## src/core/nand_host_pkg.sv

```systemverilog
// constants and carriers shared by the nand host sequencer
// assumes one 125 MHz clock domain on the controller side
package nand_host_pkg;
  // command codes on the data pins
  localparam logic [7:0] CMD_READ_SETUP   = 8'h00;
  localparam logic [7:0] CMD_READ_CONFIRM = 8'h30;
  localparam logic [7:0] CMD_READ_COPY    = 8'h35;
  localparam logic [7:0] CMD_RAND_OUT     = 8'h05;
  localparam logic [7:0] CMD_RAND_OUT_CFM = 8'he0;
  localparam logic [7:0] CMD_SERIAL_IN    = 8'h80;
  localparam logic [7:0] CMD_RAND_IN      = 8'h85;
  localparam logic [7:0] CMD_PLANE_IN     = 8'h81;
  localparam logic [7:0] CMD_PROG_CONFIRM = 8'h10;
  localparam logic [7:0] CMD_DUMMY_CFM    = 8'h11;
  localparam logic [7:0] CMD_ERASE_SETUP  = 8'h60;
  localparam logic [7:0] CMD_ERASE_CFM    = 8'hd0;
  localparam logic [7:0] CMD_READ_STATUS  = 8'h70;
  localparam logic [7:0] CMD_RESET        = 8'hff;
  // status bit positions
  localparam int STATUS_READY_BIT = 6;
  localparam int STATUS_FAIL_BIT  = 0;
  // geometry
  localparam logic [11:0] PAGE_BYTES      = 12'h840;
  localparam logic [2:0]  ADDR_CYCLES     = 3'h5;
  localparam logic [2:0]  ROW_CYCLES      = 3'h3;
  localparam logic [1:0]  COL_CYCLES      = 2'h2;
  // strobe timing: each strobe phase low then high
  localparam int CLK_PERIOD_NS    = 8;
  localparam int STROBE_PHASE_NS  = 16;
  localparam logic [3:0] STROBE_PHASE_CYC =
    4'((STROBE_PHASE_NS + CLK_PERIOD_NS - 1) / CLK_PERIOD_NS);
  // wait after a confirm before ready/busy is trusted
  localparam int BUSY_SETTLE_NS   = 100;
  localparam logic [3:0] BUSY_SETTLE_CYC =
    4'((BUSY_SETTLE_NS + CLK_PERIOD_NS - 1) / CLK_PERIOD_NS);

  typedef enum logic [2:0] {
    OP_READ, OP_RAND_OUT, OP_PROGRAM, OP_RAND_IN, OP_COPY_READ,
    OP_COPY_PROG, OP_ERASE, OP_STATUS
  } op_t;

  // one request from the user side
  typedef struct packed {
    op_t         op;
    logic        two_plane;  // program: close first plane with dummy confirm
    logic [11:0] column;
    logic [17:0] row;
    logic [17:0] row2;       // second plane row, same except plane bit
    logic [11:0] count;      // bytes to move
  } req_t;

  typedef struct packed {
    logic       cle;
    logic       ale;
    logic       write_strobe_n;
    logic       output_strobe_n;
  } ctrl_t;
endpackage

```

## src/core/nand_host_seq.sv

```systemverilog
// nand host sequencer: drives command, address and data cycles to the flash
// assumes flash pins are asynchronous; one clock, one chip select held low
`timescale 1ns/1ns
// Function
// read: setup 00h, five address cycles, confirm 30h
// after read confirm wait for ready before reading data
// read bytes one per output strobe falling edge from the column
// random output: 05h, two column cycles, e0h, then continue
// program: 80h, five address cycles, then up to 2112 data bytes
// random data input: 85h and column cycles redirect following bytes
// confirm 10h is only issued after data was loaded
// while busy, issue only read status or reset
// completion taken from ready pin; pass/fail from status bit 0
// fail bit reports only unprogrammed ones; passed to user unchanged
// after program, device stays in status mode; reissue 00h to read
// user keeps pages programmed once and in order within block
// copy-back: 00h addr 35h, then 85h destination address, 10h
// user keeps copy-back source and destination in one plane
// copy-back may modify buffer with random data input before confirm
// erase: 60h, three row cycles, d0h
// erase sends only row cycles; low page bits are ignored by device
// two-plane program may use different blocks, same page
// two-plane: 11h closes plane one, 81h starts plane two, 10h
// combined fail bit reported once for both planes
// between 11h and 81h only status polling is issued
// second plane row given by user, differing only in plane bit
// status byte read repeatedly without new strobes is allowed
// after status during read, reissue 00h before data reads
// ready/busy low during every internal operation is waited out
module nand_host_seq (
  input  wire logic                 i_clk,
  input  wire logic                 i_resetn,
  input  wire logic                 i_req_valid,
  input  wire nand_host_pkg::req_t  i_req,
  output logic                      o_req_ready,
  input  wire logic                 i_wdata_valid,
  input  wire logic [7:0]           i_wdata,
  output logic                      o_wdata_ready,
  output logic                      o_rdata_valid,
  output logic [7:0]                o_rdata,
  input  wire logic                 i_rdata_ready,
  output logic                      o_done,
  output logic                      o_fail,
  output logic                      o_cle,
  output logic                      o_ale,
  output logic                      o_write_strobe_n,
  output logic                      o_output_strobe_n,
  output logic [7:0]                o_dq,
  output logic                      o_dq_oe_n,
  input  wire logic [7:0]           i_dq,
  input  wire logic                 i_ready_busy
);
  typedef enum logic [3:0] {
    S_IDLE, S_CMD, S_ADDR, S_WDATA, S_RDATA, S_WAIT, S_POLL, S_FINISH
  } state_t;

  state_t               state;
  nand_host_pkg::req_t  req;
  logic [3:0]           step;      // sequence step within the operation
  logic [2:0]           addr_idx;
  logic [2:0]           addr_last;
  logic [11:0]          byte_cnt;
  logic [3:0]           phase_cnt;
  logic                 phase_hi;  // second half of a strobe cycle
  logic [3:0]           settle_cnt;
  logic                 loaded;
  logic                 plane2;
  logic [7:0]           cmd;
  logic [1:0]           rb_sync;
  logic [7:0]           dq_s1;
  logic [7:0]           dq_s2;
  // two-entry read buffer
  logic [7:0]           buf_data [2];
  logic                 wr_ptr;
  logic                 rd_ptr;
  logic [1:0]           buf_cnt;
  logic                 buf_push;
  logic                 buf_pop;
  logic                 tick;
  logic [7:0]           addr_byte;
  logic [17:0]          row_sel;

  always_ff @(posedge i_clk or negedge i_resetn)
  begin
    if (!i_resetn)
    begin
      rb_sync <= 2'h0;
      dq_s1   <= 8'h00;
      dq_s2   <= 8'h00;
    end
    else
    begin
      rb_sync <= {rb_sync[0], i_ready_busy};
      dq_s1   <= i_dq;
      dq_s2   <= dq_s1;
    end
  end

  // strobe half-cycle timer; wide phases meet the 25ns cycle with margin
  assign tick = (phase_cnt == nand_host_pkg::STROBE_PHASE_CYC - 4'h1);
  assign row_sel = plane2 ? req.row2 : req.row;

  always_comb
  begin
    if (addr_idx == 3'h0)
      addr_byte = req.column[7:0];
    else if (addr_idx == 3'h1)
      addr_byte = {4'h0, req.column[11:8]};
    else if (addr_idx == 3'h2)
      addr_byte = row_sel[7:0];
    else if (addr_idx == 3'h3)
      addr_byte = row_sel[15:8];
    else
      addr_byte = {6'h00, row_sel[17:16]};
  end

  assign buf_pop  = o_rdata_valid && i_rdata_ready;
  // a sample is only taken when the buffer has room, so no byte is lost
  assign buf_push = (state == S_RDATA) && phase_hi && tick && (buf_cnt != 2'h2);

  always_ff @(posedge i_clk or negedge i_resetn)
  begin
    if (!i_resetn)
    begin
      wr_ptr  <= 1'b0;
      rd_ptr  <= 1'b0;
      buf_cnt <= 2'h0;
      buf_data[0] <= 8'h00;
      buf_data[1] <= 8'h00;
    end
    else
    begin
      if (buf_push)
      begin
        buf_data[wr_ptr] <= dq_s2;
        wr_ptr <= ~wr_ptr;
      end
      if (buf_pop)
        rd_ptr <= ~rd_ptr;
      buf_cnt <= buf_cnt + {1'b0, buf_push} - {1'b0, buf_pop};
    end
  end

  always_ff @(posedge i_clk or negedge i_resetn)
  begin
    if (!i_resetn)
    begin
      o_rdata_valid <= 1'b0;
      o_rdata       <= 8'h00;
    end
    else
    begin
      o_rdata_valid <= (buf_cnt != 2'h0) && !(buf_pop && buf_cnt == 2'h1)
                       || buf_push;
      if (buf_cnt == 2'h0 || buf_pop)
        o_rdata <= (buf_cnt == 2'h2) ? buf_data[~rd_ptr] : dq_s2;
      else
        o_rdata <= buf_data[rd_ptr];
    end
  end

  always_ff @(posedge i_clk or negedge i_resetn)
  begin
    if (!i_resetn)
    begin
      state <= S_IDLE;
      req <= '0;
      step <= 4'h0;
      addr_idx <= 3'h0;
      addr_last <= 3'h0;
      byte_cnt <= 12'h000;
      phase_cnt <= 4'h0;
      phase_hi <= 1'b0;
      settle_cnt <= 4'h0;
      loaded <= 1'b0;
      plane2 <= 1'b0;
      cmd <= 8'h00;
      o_req_ready <= 1'b1;
      o_wdata_ready <= 1'b0;
      o_done <= 1'b0;
      o_fail <= 1'b0;
      o_cle <= 1'b0;
      o_ale <= 1'b0;
      o_write_strobe_n <= 1'b1;
      o_output_strobe_n <= 1'b1;
      o_dq <= 8'h00;
      o_dq_oe_n <= 1'b1;
    end
    else
    begin
      o_done <= 1'b0;
      o_wdata_ready <= 1'b0;
      phase_cnt <= tick ? 4'h0 : phase_cnt + 4'h1;
      case (state)
        S_IDLE:
        begin
          phase_cnt <= 4'h0;
          phase_hi <= 1'b0;
          if (i_req_valid)
          begin
            req <= i_req; // as given
            o_req_ready <= 1'b0;
            step <= 4'h0;
            loaded <= 1'b0;
            plane2 <= 1'b0;
            state <= S_FINISH; // dispatch through the step table below
          end
        end
        S_CMD:
        begin
          o_cle <= 1'b1;
          o_dq <= cmd;
          o_dq_oe_n <= 1'b0;
          o_write_strobe_n <= phase_hi;
          if (tick)
          begin
            phase_hi <= ~phase_hi;
            if (phase_hi)
            begin
              o_cle <= 1'b0;
              step <= step + 4'h1;
              state <= S_FINISH;
            end
          end
        end
        S_ADDR:
        begin
          o_ale <= 1'b1;
          o_dq <= addr_byte;
          o_dq_oe_n <= 1'b0;
          o_write_strobe_n <= phase_hi;
          if (tick)
          begin
            phase_hi <= ~phase_hi;
            if (phase_hi)
            begin
              addr_idx <= addr_idx + 3'h1;
              if (addr_idx == addr_last)
              begin
                o_ale <= 1'b0;
                step <= step + 4'h1;
                state <= S_FINISH;
              end
            end
          end
        end
        S_WDATA:
        begin
          o_dq_oe_n <= 1'b0;
          if (!phase_hi && byte_cnt == 12'h000)
          begin
            step <= step + 4'h1;
            state <= S_FINISH;
          end
          else if (!phase_hi && phase_cnt == 4'h0 && !i_wdata_valid)
            phase_cnt <= 4'h0; // source stall holds the strobe high
          else
          begin
            if (!phase_hi && phase_cnt == 4'h0)
            begin
              o_dq <= i_wdata;
              o_wdata_ready <= 1'b1;
              loaded <= 1'b1;
            end
            o_write_strobe_n <= phase_hi;
            if (tick)
            begin
              phase_hi <= ~phase_hi;
              if (phase_hi)
                byte_cnt <= byte_cnt - 12'h001;
            end
          end
        end
        S_RDATA:
        begin
          o_dq_oe_n <= 1'b1;
          if (!phase_hi && byte_cnt == 12'h000)
          begin
            step <= step + 4'h1;
            state <= S_FINISH;
          end
          else if (!phase_hi && phase_cnt == 4'h0 && buf_cnt == 2'h2)
            phase_cnt <= 4'h0; // full buffer holds the strobe high
          else
          begin
            o_output_strobe_n <= phase_hi;
            if (tick)
            begin
              phase_hi <= ~phase_hi;
              if (phase_hi)
              begin
                o_output_strobe_n <= 1'b1;
                byte_cnt <= byte_cnt - 12'h001;
              end
            end
          end
        end
        S_WAIT:
        begin
          // ready/busy falls a little after the confirm; do not trust it yet
          o_dq_oe_n <= 1'b1;
          if (settle_cnt != nand_host_pkg::BUSY_SETTLE_CYC)
            settle_cnt <= settle_cnt + 4'h1;
          else if (rb_sync[1])
          begin
            step <= step + 4'h1;
            state <= S_FINISH;
          end
        end
        S_POLL:
        begin
          // status byte stays on the pins while the strobe is held low
          o_dq_oe_n <= 1'b1;
          o_output_strobe_n <= 1'b0;
          phase_hi <= phase_hi | tick; // first tick still sees the old bus
          if (tick && phase_hi)
          begin
            o_fail <= dq_s2[nand_host_pkg::STATUS_FAIL_BIT];
            if (dq_s2[nand_host_pkg::STATUS_READY_BIT])
            begin
              o_output_strobe_n <= 1'b1;
              step <= step + 4'h1;
              state <= S_FINISH;
            end
          end
        end
        default:
        begin
          // step table: command, address, data, wait per operation
          phase_cnt <= 4'h0;
          phase_hi <= 1'b0;
          settle_cnt <= 4'h0;
          addr_idx <= 3'h0;
          addr_last <= nand_host_pkg::ADDR_CYCLES - 3'h1;
          byte_cnt <= req.count;
          state <= S_CMD;
          case (req.op)
            nand_host_pkg::OP_READ, nand_host_pkg::OP_COPY_READ:
              case (step)
                4'h0: cmd <= nand_host_pkg::CMD_READ_SETUP;
                4'h1: state <= S_ADDR;
                4'h2: cmd <= (req.op == nand_host_pkg::OP_READ) ?
                  nand_host_pkg::CMD_READ_CONFIRM : nand_host_pkg::CMD_READ_COPY;
                4'h3: state <= S_WAIT;
                4'h4: cmd <= nand_host_pkg::CMD_READ_SETUP; // back to data output
                4'h5: state <= S_RDATA;
                default: state <= S_IDLE;
              endcase
            nand_host_pkg::OP_RAND_OUT:
              case (step)
                4'h0: cmd <= nand_host_pkg::CMD_RAND_OUT;
                4'h1:
                begin
                  addr_last <= 3'(nand_host_pkg::COL_CYCLES) - 3'h1;
                  state <= S_ADDR;
                end
                4'h2: cmd <= nand_host_pkg::CMD_RAND_OUT_CFM;
                4'h3: state <= S_RDATA;
                default: state <= S_IDLE;
              endcase
            nand_host_pkg::OP_PROGRAM, nand_host_pkg::OP_COPY_PROG:
              case (step)
                4'h0: cmd <= (plane2) ? nand_host_pkg::CMD_PLANE_IN :
                  (req.op == nand_host_pkg::OP_PROGRAM) ? nand_host_pkg::CMD_SERIAL_IN :
                  nand_host_pkg::CMD_RAND_IN;
                4'h1: state <= S_ADDR;
                4'h2:
                begin
                  state <= S_WDATA; // copy-back may load zero or more bytes
                  if (req.op == nand_host_pkg::OP_COPY_PROG)
                    loaded <= 1'b1;
                end
                4'h3:
                  if (!loaded)
                    state <= S_IDLE;
                  else
                    cmd <= (req.two_plane && !plane2) ? nand_host_pkg::CMD_DUMMY_CFM :
                      nand_host_pkg::CMD_PROG_CONFIRM;
                4'h4: state <= S_WAIT;
                4'h5:
                  if (req.two_plane && !plane2)
                  begin
                    plane2 <= 1'b1; // only the ready wait lies between
                    step <= 4'h0;
                    state <= S_FINISH;
                  end
                  else
                    cmd <= nand_host_pkg::CMD_READ_STATUS;
                4'h6: state <= S_POLL;
                default: state <= S_IDLE;
              endcase
            nand_host_pkg::OP_RAND_IN:
              case (step)
                4'h0: cmd <= nand_host_pkg::CMD_RAND_IN;
                4'h1:
                begin
                  addr_last <= 3'(nand_host_pkg::COL_CYCLES) - 3'h1;
                  state <= S_ADDR;
                end
                4'h2: state <= S_WDATA;
                default: state <= S_IDLE;
              endcase
            nand_host_pkg::OP_ERASE:
              case (step)
                4'h0: cmd <= nand_host_pkg::CMD_ERASE_SETUP;
                4'h1:
                begin
                  addr_idx <= 3'h2;
                  state <= S_ADDR;
                end
                4'h2: cmd <= nand_host_pkg::CMD_ERASE_CFM;
                4'h3: state <= S_WAIT;
                4'h4: cmd <= nand_host_pkg::CMD_READ_STATUS;
                4'h5: state <= S_POLL;
                default: state <= S_IDLE;
              endcase
            default:
              case (step)
                4'h0: cmd <= nand_host_pkg::CMD_READ_STATUS;
                4'h1: state <= S_POLL;
                default: state <= S_IDLE;
              endcase
          endcase
          if (state == S_FINISH && (req.op == nand_host_pkg::OP_RAND_IN ? step > 4'h2 :
              req.op == nand_host_pkg::OP_RAND_OUT ? step > 4'h3 :
              req.op == nand_host_pkg::OP_STATUS ? step > 4'h1 :
              req.op == nand_host_pkg::OP_ERASE ? step > 4'h5 :
              (req.op == nand_host_pkg::OP_READ || req.op == nand_host_pkg::OP_COPY_READ) ?
              step > 4'h5 : (step > 4'h6 || (step == 4'h3 && !loaded))))
          begin
            o_done <= 1'b1;
            o_req_ready <= 1'b1;
            o_dq_oe_n <= 1'b1;
          end
        end
      endcase
    end
  end
endmodule // nand_host_seq

```

## config.mk

```make
export PLATFORM = sky130hd
export DESIGN_NAME = nand_host_seq
export DESIGN_NICKNAME = d
export VERILOG_FILES = /design/src/core/nand_host_pkg.sv /design/src/core/nand_host_seq.sv
export SDC_FILE = /design/constraint.sdc
export NUM_CORES = 1
export LEC_CHECK = 0
export BUFFER_PORTS_ARGS = -buffer_cell sky130_fd_sc_hd__buf_2
export CAP_MARGIN = 5
export CORE_UTILIZATION = 46
export DETAILED_ROUTE_END_ITERATION = 10
export GPL_TIMING_DRIVEN = 0
export PLACE_DENSITY = 0.69
export SYNTH_ARGS = -nofsm -noshare
export SYNTH_HDL_FRONTEND = slang
export SYNTH_SLANG_ARGS = --single-unit
```

## constraint.sdc

```tcl
create_clock -name i_clk -period 3.05 [get_ports i_clk]
set_input_delay 0.305 -clock i_clk [delete_from_list [all_inputs] [get_ports i_clk]]
set_output_delay 0.305 -clock i_clk [all_outputs]
set_load 0.01 [all_outputs]
```

==> metrics.txt <==
# TYPE chip_impl_metric gauge
chip_impl_metric{name="critical_path.n_buffers_inverters",unit=""} 1
chip_impl_metric{name="area_of_combinational_cells_with_multiple_inputs",unit="µm²"} 3980
chip_impl_metric{name="maximum_number_of_pins_on_one_net_before_global_route_repair",unit=""} 104
chip_impl_metric{name="nFillCells",unit=""} 1643
chip_impl_metric{name="postSynth.asyncResetShare",unit="%"} 100.0
chip_impl_info{name="critical_path_launch_point_type",value="register"} 1
chip_impl_metric{name="port_buffers",unit=""} 111
chip_impl_info{name="synth-main-ff-cell",value="sky130_fd_sc_hd__dfrtp_1"} 1
chip_impl_metric{name="worst_path_arrival",unit="ns"} 3.22
chip_impl_metric{name="finalSetupViolCount",unit=""} 0
chip_impl_info{name="mostFrequentLayoutCell",value="sky130_fd_sc_hd__nand2_1"} 1
chip_impl_metric{name="worst_hold_slack",unit="ns"} 0.04830
chip_impl_metric{name="floorplan.die_area",unit="µm²"} 18990
chip_impl_metric{name="antenna_violating_nets_post_route",unit=""} 0
chip_impl_metric{name="ios",unit=""} 112
chip_impl_metric{name="internal-power",unit="mW"} 6.285
chip_impl_metric{name="die_width",unit="µm"} 137.8
chip_impl_metric{name="worstHoldPathCells",unit=""} 3
chip_impl_metric{name="floorplan.rows",unit=""} 49
chip_impl_metric{name="layout_area_growth_over_synthesis",unit="%"} 18.79
chip_impl_metric{name="p_switching",unit="mW"} 4.397
chip_impl_metric{name="achievable-frequency",unit="MHz"} 345.7
chip_impl_metric{name="tightestPinTransition",unit="ns"} 0.8916
chip_impl_metric{name="totalPowerFinal",unit="mW"} 10.68
chip_impl_metric{name="worstPathMaxFanout",unit=""} 9
chip_impl_metric{name="leakagePower",unit="nW"} 4.657
chip_impl_info{name="outcome",value="finished, final reports clean"} 1
chip_impl_info{name="cp_top_family",value="simple AND/OR/NAND/NOR gates"} 1
chip_impl_metric{name="cts.repair_timing.setup_buffer_count",unit=""} 0
chip_impl_metric{name="post-route-drc-count",unit=""} 0
chip_impl_info{name="r2r_end",value="cmd[4]$_DFFE_PN0P_"} 1
chip_impl_metric{name="ir_drop",unit="mV"} 0.4976
chip_impl_info{name="crit_path_start",value="step[0]$_DFFE_PN0P_"} 1
chip_impl_info{name="r2r_start",value="step[0]$_DFFE_PN0P_"} 1
chip_impl_metric{name="clock_sink_count",unit=""} 169
chip_impl_metric{name="p_seq_share",unit="%"} 35.2
chip_impl_metric{name="final_critical_path_setup_slack",unit="ns"} 0.1570
chip_impl_metric{name="drt-vias-per-instance",unit=""} 5.566
chip_impl_metric{name="insertion_delay",unit="ns"} 0.44
chip_impl_info{name="path_class",value="register to register"} 1
chip_impl_metric{name="setup.reg_to_reg.worst_slack",unit="ns"} 0.16
chip_impl_metric{name="clock_path_buffers",unit=""} 2
chip_impl_metric{name="maxCapViolations",unit=""} 0
chip_impl_metric{name="fin_worst_skew",unit="ns"} 0.008831
chip_impl_metric{name="hold_viol_final",unit=""} 0
chip_impl_metric{name="floorplan_core_area",unit="µm²"} 18020
chip_impl_metric{name="gr-total-overflow",unit=""} 0
chip_impl_metric{name="first_global_vias",unit=""} 6698
chip_impl_info{name="root_buffer",value="sky130_fd_sc_hd__clkbuf_16"} 1
chip_impl_metric{name="grt_pass1_wl",unit="µm"} 35710
chip_impl_info{name="hold_path_class",value="primary input to register"} 1
chip_impl_metric{name="rr_worst_depth",unit=""} 7
chip_impl_metric{name="final_layout_size_suffix_gt1_share",unit="%"} 19.42
chip_impl_metric{name="global_route.usage.total",unit="%"} 25.12
chip_impl_metric{name="worstPathRequired",unit="ns"} 3.38
chip_impl_metric{name="synth_seq_cells",unit=""} 169
chip_impl_metric{name="area_occupied_by_registers",unit="µm²"} 4234
chip_impl_metric{name="fin_cells",unit=""} 1291
chip_impl_metric{name="number_of_vias_after_detailed_routing",unit=""} 7186
chip_impl_metric{name="htreeDepth",unit=""} 4
chip_impl_metric{name="route.final.wire_length",unit="µm"} 22310
chip_impl_metric{name="detailedRoute.firstPassIterationCount",unit=""} 5
chip_impl_info{name="worstHoldStart",value="i_req[52]"} 1
chip_impl_metric{name="power_frac_comb",unit="%"} 44.6
chip_impl_metric{name="detail_route.iter0.violations",unit=""} 696
chip_impl_info{name="crit_end_element",value="register"} 1
chip_impl_metric{name="netSwitchingFraction",unit="%"} 41.16
chip_impl_metric{name="yosys_warnings",unit=""} 0
chip_impl_metric{name="mappedNetlistArea",unit="µm²"} 8486
chip_impl_metric{name="max_slew_margin",unit="%"} 40.43
chip_impl_metric{name="die_y",unit="µm"} 137.8
chip_impl_metric{name="clock_pin_slew_on_the_worst_setup_and_hold_paths",unit="ns"} 0.07
chip_impl_info{name="grt_setup_unrepaired",value="no"} 1
chip_impl_metric{name="dp_worst_setup_slack",unit="ns"} 0.06655
chip_impl_info{name="hold_end",value="req[52]$_DFFE_PN0P_"} 1
chip_impl_metric{name="power_frac_clock",unit="%"} 20.2
chip_impl_metric{name="tritoncts.num_buffers",unit=""} 17
chip_impl_info{name="cts_tree",value="yes"} 1
chip_impl_metric{name="cpPeakStageDelay",unit="ns"} 0.56
chip_impl_metric{name="postSynthCellCount",unit=""} 907
chip_impl_metric{name="avgSynthCellArea",unit="µm²"} 9.356
chip_impl_metric{name="placed_instances",unit=""} 1248
chip_impl_metric{name="gp_congestion",unit=""} 0.9379
chip_impl_metric{name="hpwlAfterDp",unit="µm"} 15850
chip_impl_metric{name="synth_edf_count",unit=""} 0
chip_impl_metric{name="finish.utilization",unit="%"} 55.92
chip_impl_metric{name="initial_antenna_violation_count",unit=""} 1
chip_impl_metric{name="part_of_the_yosys_area_used_for_sequential_elements",unit="%"} 49.90
chip_impl_info{name="critical_path_s_slowest_cell",value="sky130_fd_sc_hd__or3b_2"} 1
chip_impl_metric{name="routed_wire_length_per_instance",unit="µm"} 17.28
chip_impl_metric{name="timing_max_transition_violations_final",unit=""} 0
chip_impl_metric{name="nets_in_the_synthesized_netlist",unit=""} 1013
chip_impl_metric{name="ys_types",unit=""} 74
chip_impl_metric{name="finish.net_count",unit=""} 1154
chip_impl_info{name="commonest_cells_after_routing_fill_and_taps_aside",value="sky130_fd_sc_hd__nand2_1, sky130_fd_sc_hd__dfrtp_1, sky130_fd_sc_hd__buf_2, sky130_fd_sc_hd__clkbuf_1, sky130_fd_sc_hd__nor2_1"} 1
chip_impl_metric{name="timing.final.crit_period",unit="ns"} 2.893
chip_impl_metric{name="power.density",unit="nW/µm²"} 1060
chip_impl_metric{name="floorplan.initialDensity",unit="%"} 47.08
chip_impl_info{name="path_cells",value="inv_1, ha_1, or3b_2, a22oi_1, a21oi_1, nor3b_2, mux2_2"} 1
chip_impl_metric{name="period_share",unit="%"} 94.85
-- synthesized netlist by cell type (all sizes together), types with 8 or more instances --
master  number  area, µm²
a21oi       37      185.2
a31oi        9      56.30
clkbuf      45      168.9
dfrtp      165       4129
ha          20      250.2
inv         22      82.58
mux2        38      427.9
nand2      238      893.4
nand2b      14      87.58
nand3       28      140.1
nand3b       8      60.06
nor2        44      165.2
nor2b       11      68.82
nor3        15      75.07
o211ai       8      60.06
o21ai       42      210.2
o22a         9      80.08
o22ai       16      100.1
-- routing by layer --
metal	vias up	global-route usage (%)	part of all wire (%)
li1	3460	-	-
met1	3419	37.28	47
met2	274	36.57	44
met3	33	4.194	6.5
met4	0	9.420	2.1
met5	-	0	0
-- stage by stage --
step / cell area (µm²) / TNS, ns
detailed placement: 9365 / 0
floorplan: 8486 / 0
global route: 10080 / 0
CTS: 10050 / 0
finish: 10080 / 0
global placement: 9328 / -161.63
-- cell families (layout without fill, tap and decap cells) --
| group | count (synthesis) | in the layout | share of synthesized area (%) |
|---|---|---|---|
| mux | 46 | 46 | 6.281 |
| other cells | 0 | 1 | 0 |
| compound gates | 192 | 192 | 15.41 |
| simple gates | 396 | 396 | 21.06 |
| buf+inv | 75 | 229 | 3.480 |
| xor+xnor | 9 | 9 | 0.9290 |
| flops | 169 | 169 | 49.90 |
| fa+ha+maj | 20 | 20 | 2.949 |
-- power groups by stage --
stage	Combinational, mW	Clock (mW)	Sequential (mW)
2_1_floorplan	3.37	0	3.65
3_3_place_gp	4.60	0	3.75
3_5_place_dp	4.66	0	3.77
4_1_cts	4.70	2.20	3.74
5_1_grt	5.29	2.30	3.86
6_report	4.76	2.16	3.76
-- registers in the layout, indices dropped and copies added (netlist names), 2 cells and up --
name        flops
o_rdata         8
state           3
byte_cnt       12
dq_s1           8
buf_data       16
step            4
phase_cnt       4
o_dq            8
rb_sync         2
buf_cnt         2
addr_idx        3
req            64
cmd             6
addr_last       2
settle_cnt      4
dq_s2           8
-- layout make-up --
type                       count  area share [%]
sequential                   169           42.01
multi-input combinational    663           39.49
timing repair buffer         122           6.877
clock buffer                  19           4.394
tap                          229           2.843
buffer                        52           2.073
clock inverter                13           1.440
inverter                      23          0.8565
antenna                        1         0.02483
-- tightest hold or removal path, cell delays in order --
cell                      delay (ns)
sky130_fd_sc_hd__buf_2          0.07
sky130_fd_sc_hd__nand2_1        0.04
sky130_fd_sc_hd__nand2_1        0.04
-- worst max path at each step --
stage	endpoint	slack (ns)	cells after the start
2_1_floorplan	cmd[0]$_DFFE_PN0P_	0.58	7
3_3_place_gp	req[27]$_DFFE_PN0P_	-0.99	1
3_5_place_dp	buf_data[13]$_DFFE_PN0P_	0.07	9
4_1_cts	buf_data[11]$_DFFE_PN0P_	0.06	9
5_1_grt	req[32]$_DFFE_PN0P_	0.002	7
6_report	cmd[4]$_DFFE_PN0P_	0.16	7
-- what timing repair did --
action / in CTS / in global routing
hold endpoints to repair: 72 / 0
gates resized for setup: 0 / 4
hold buffers: 10 / 0
endpoints found under the setup margin: 0 / 16
Note: power is estimated with default switching activity, not from simulation.
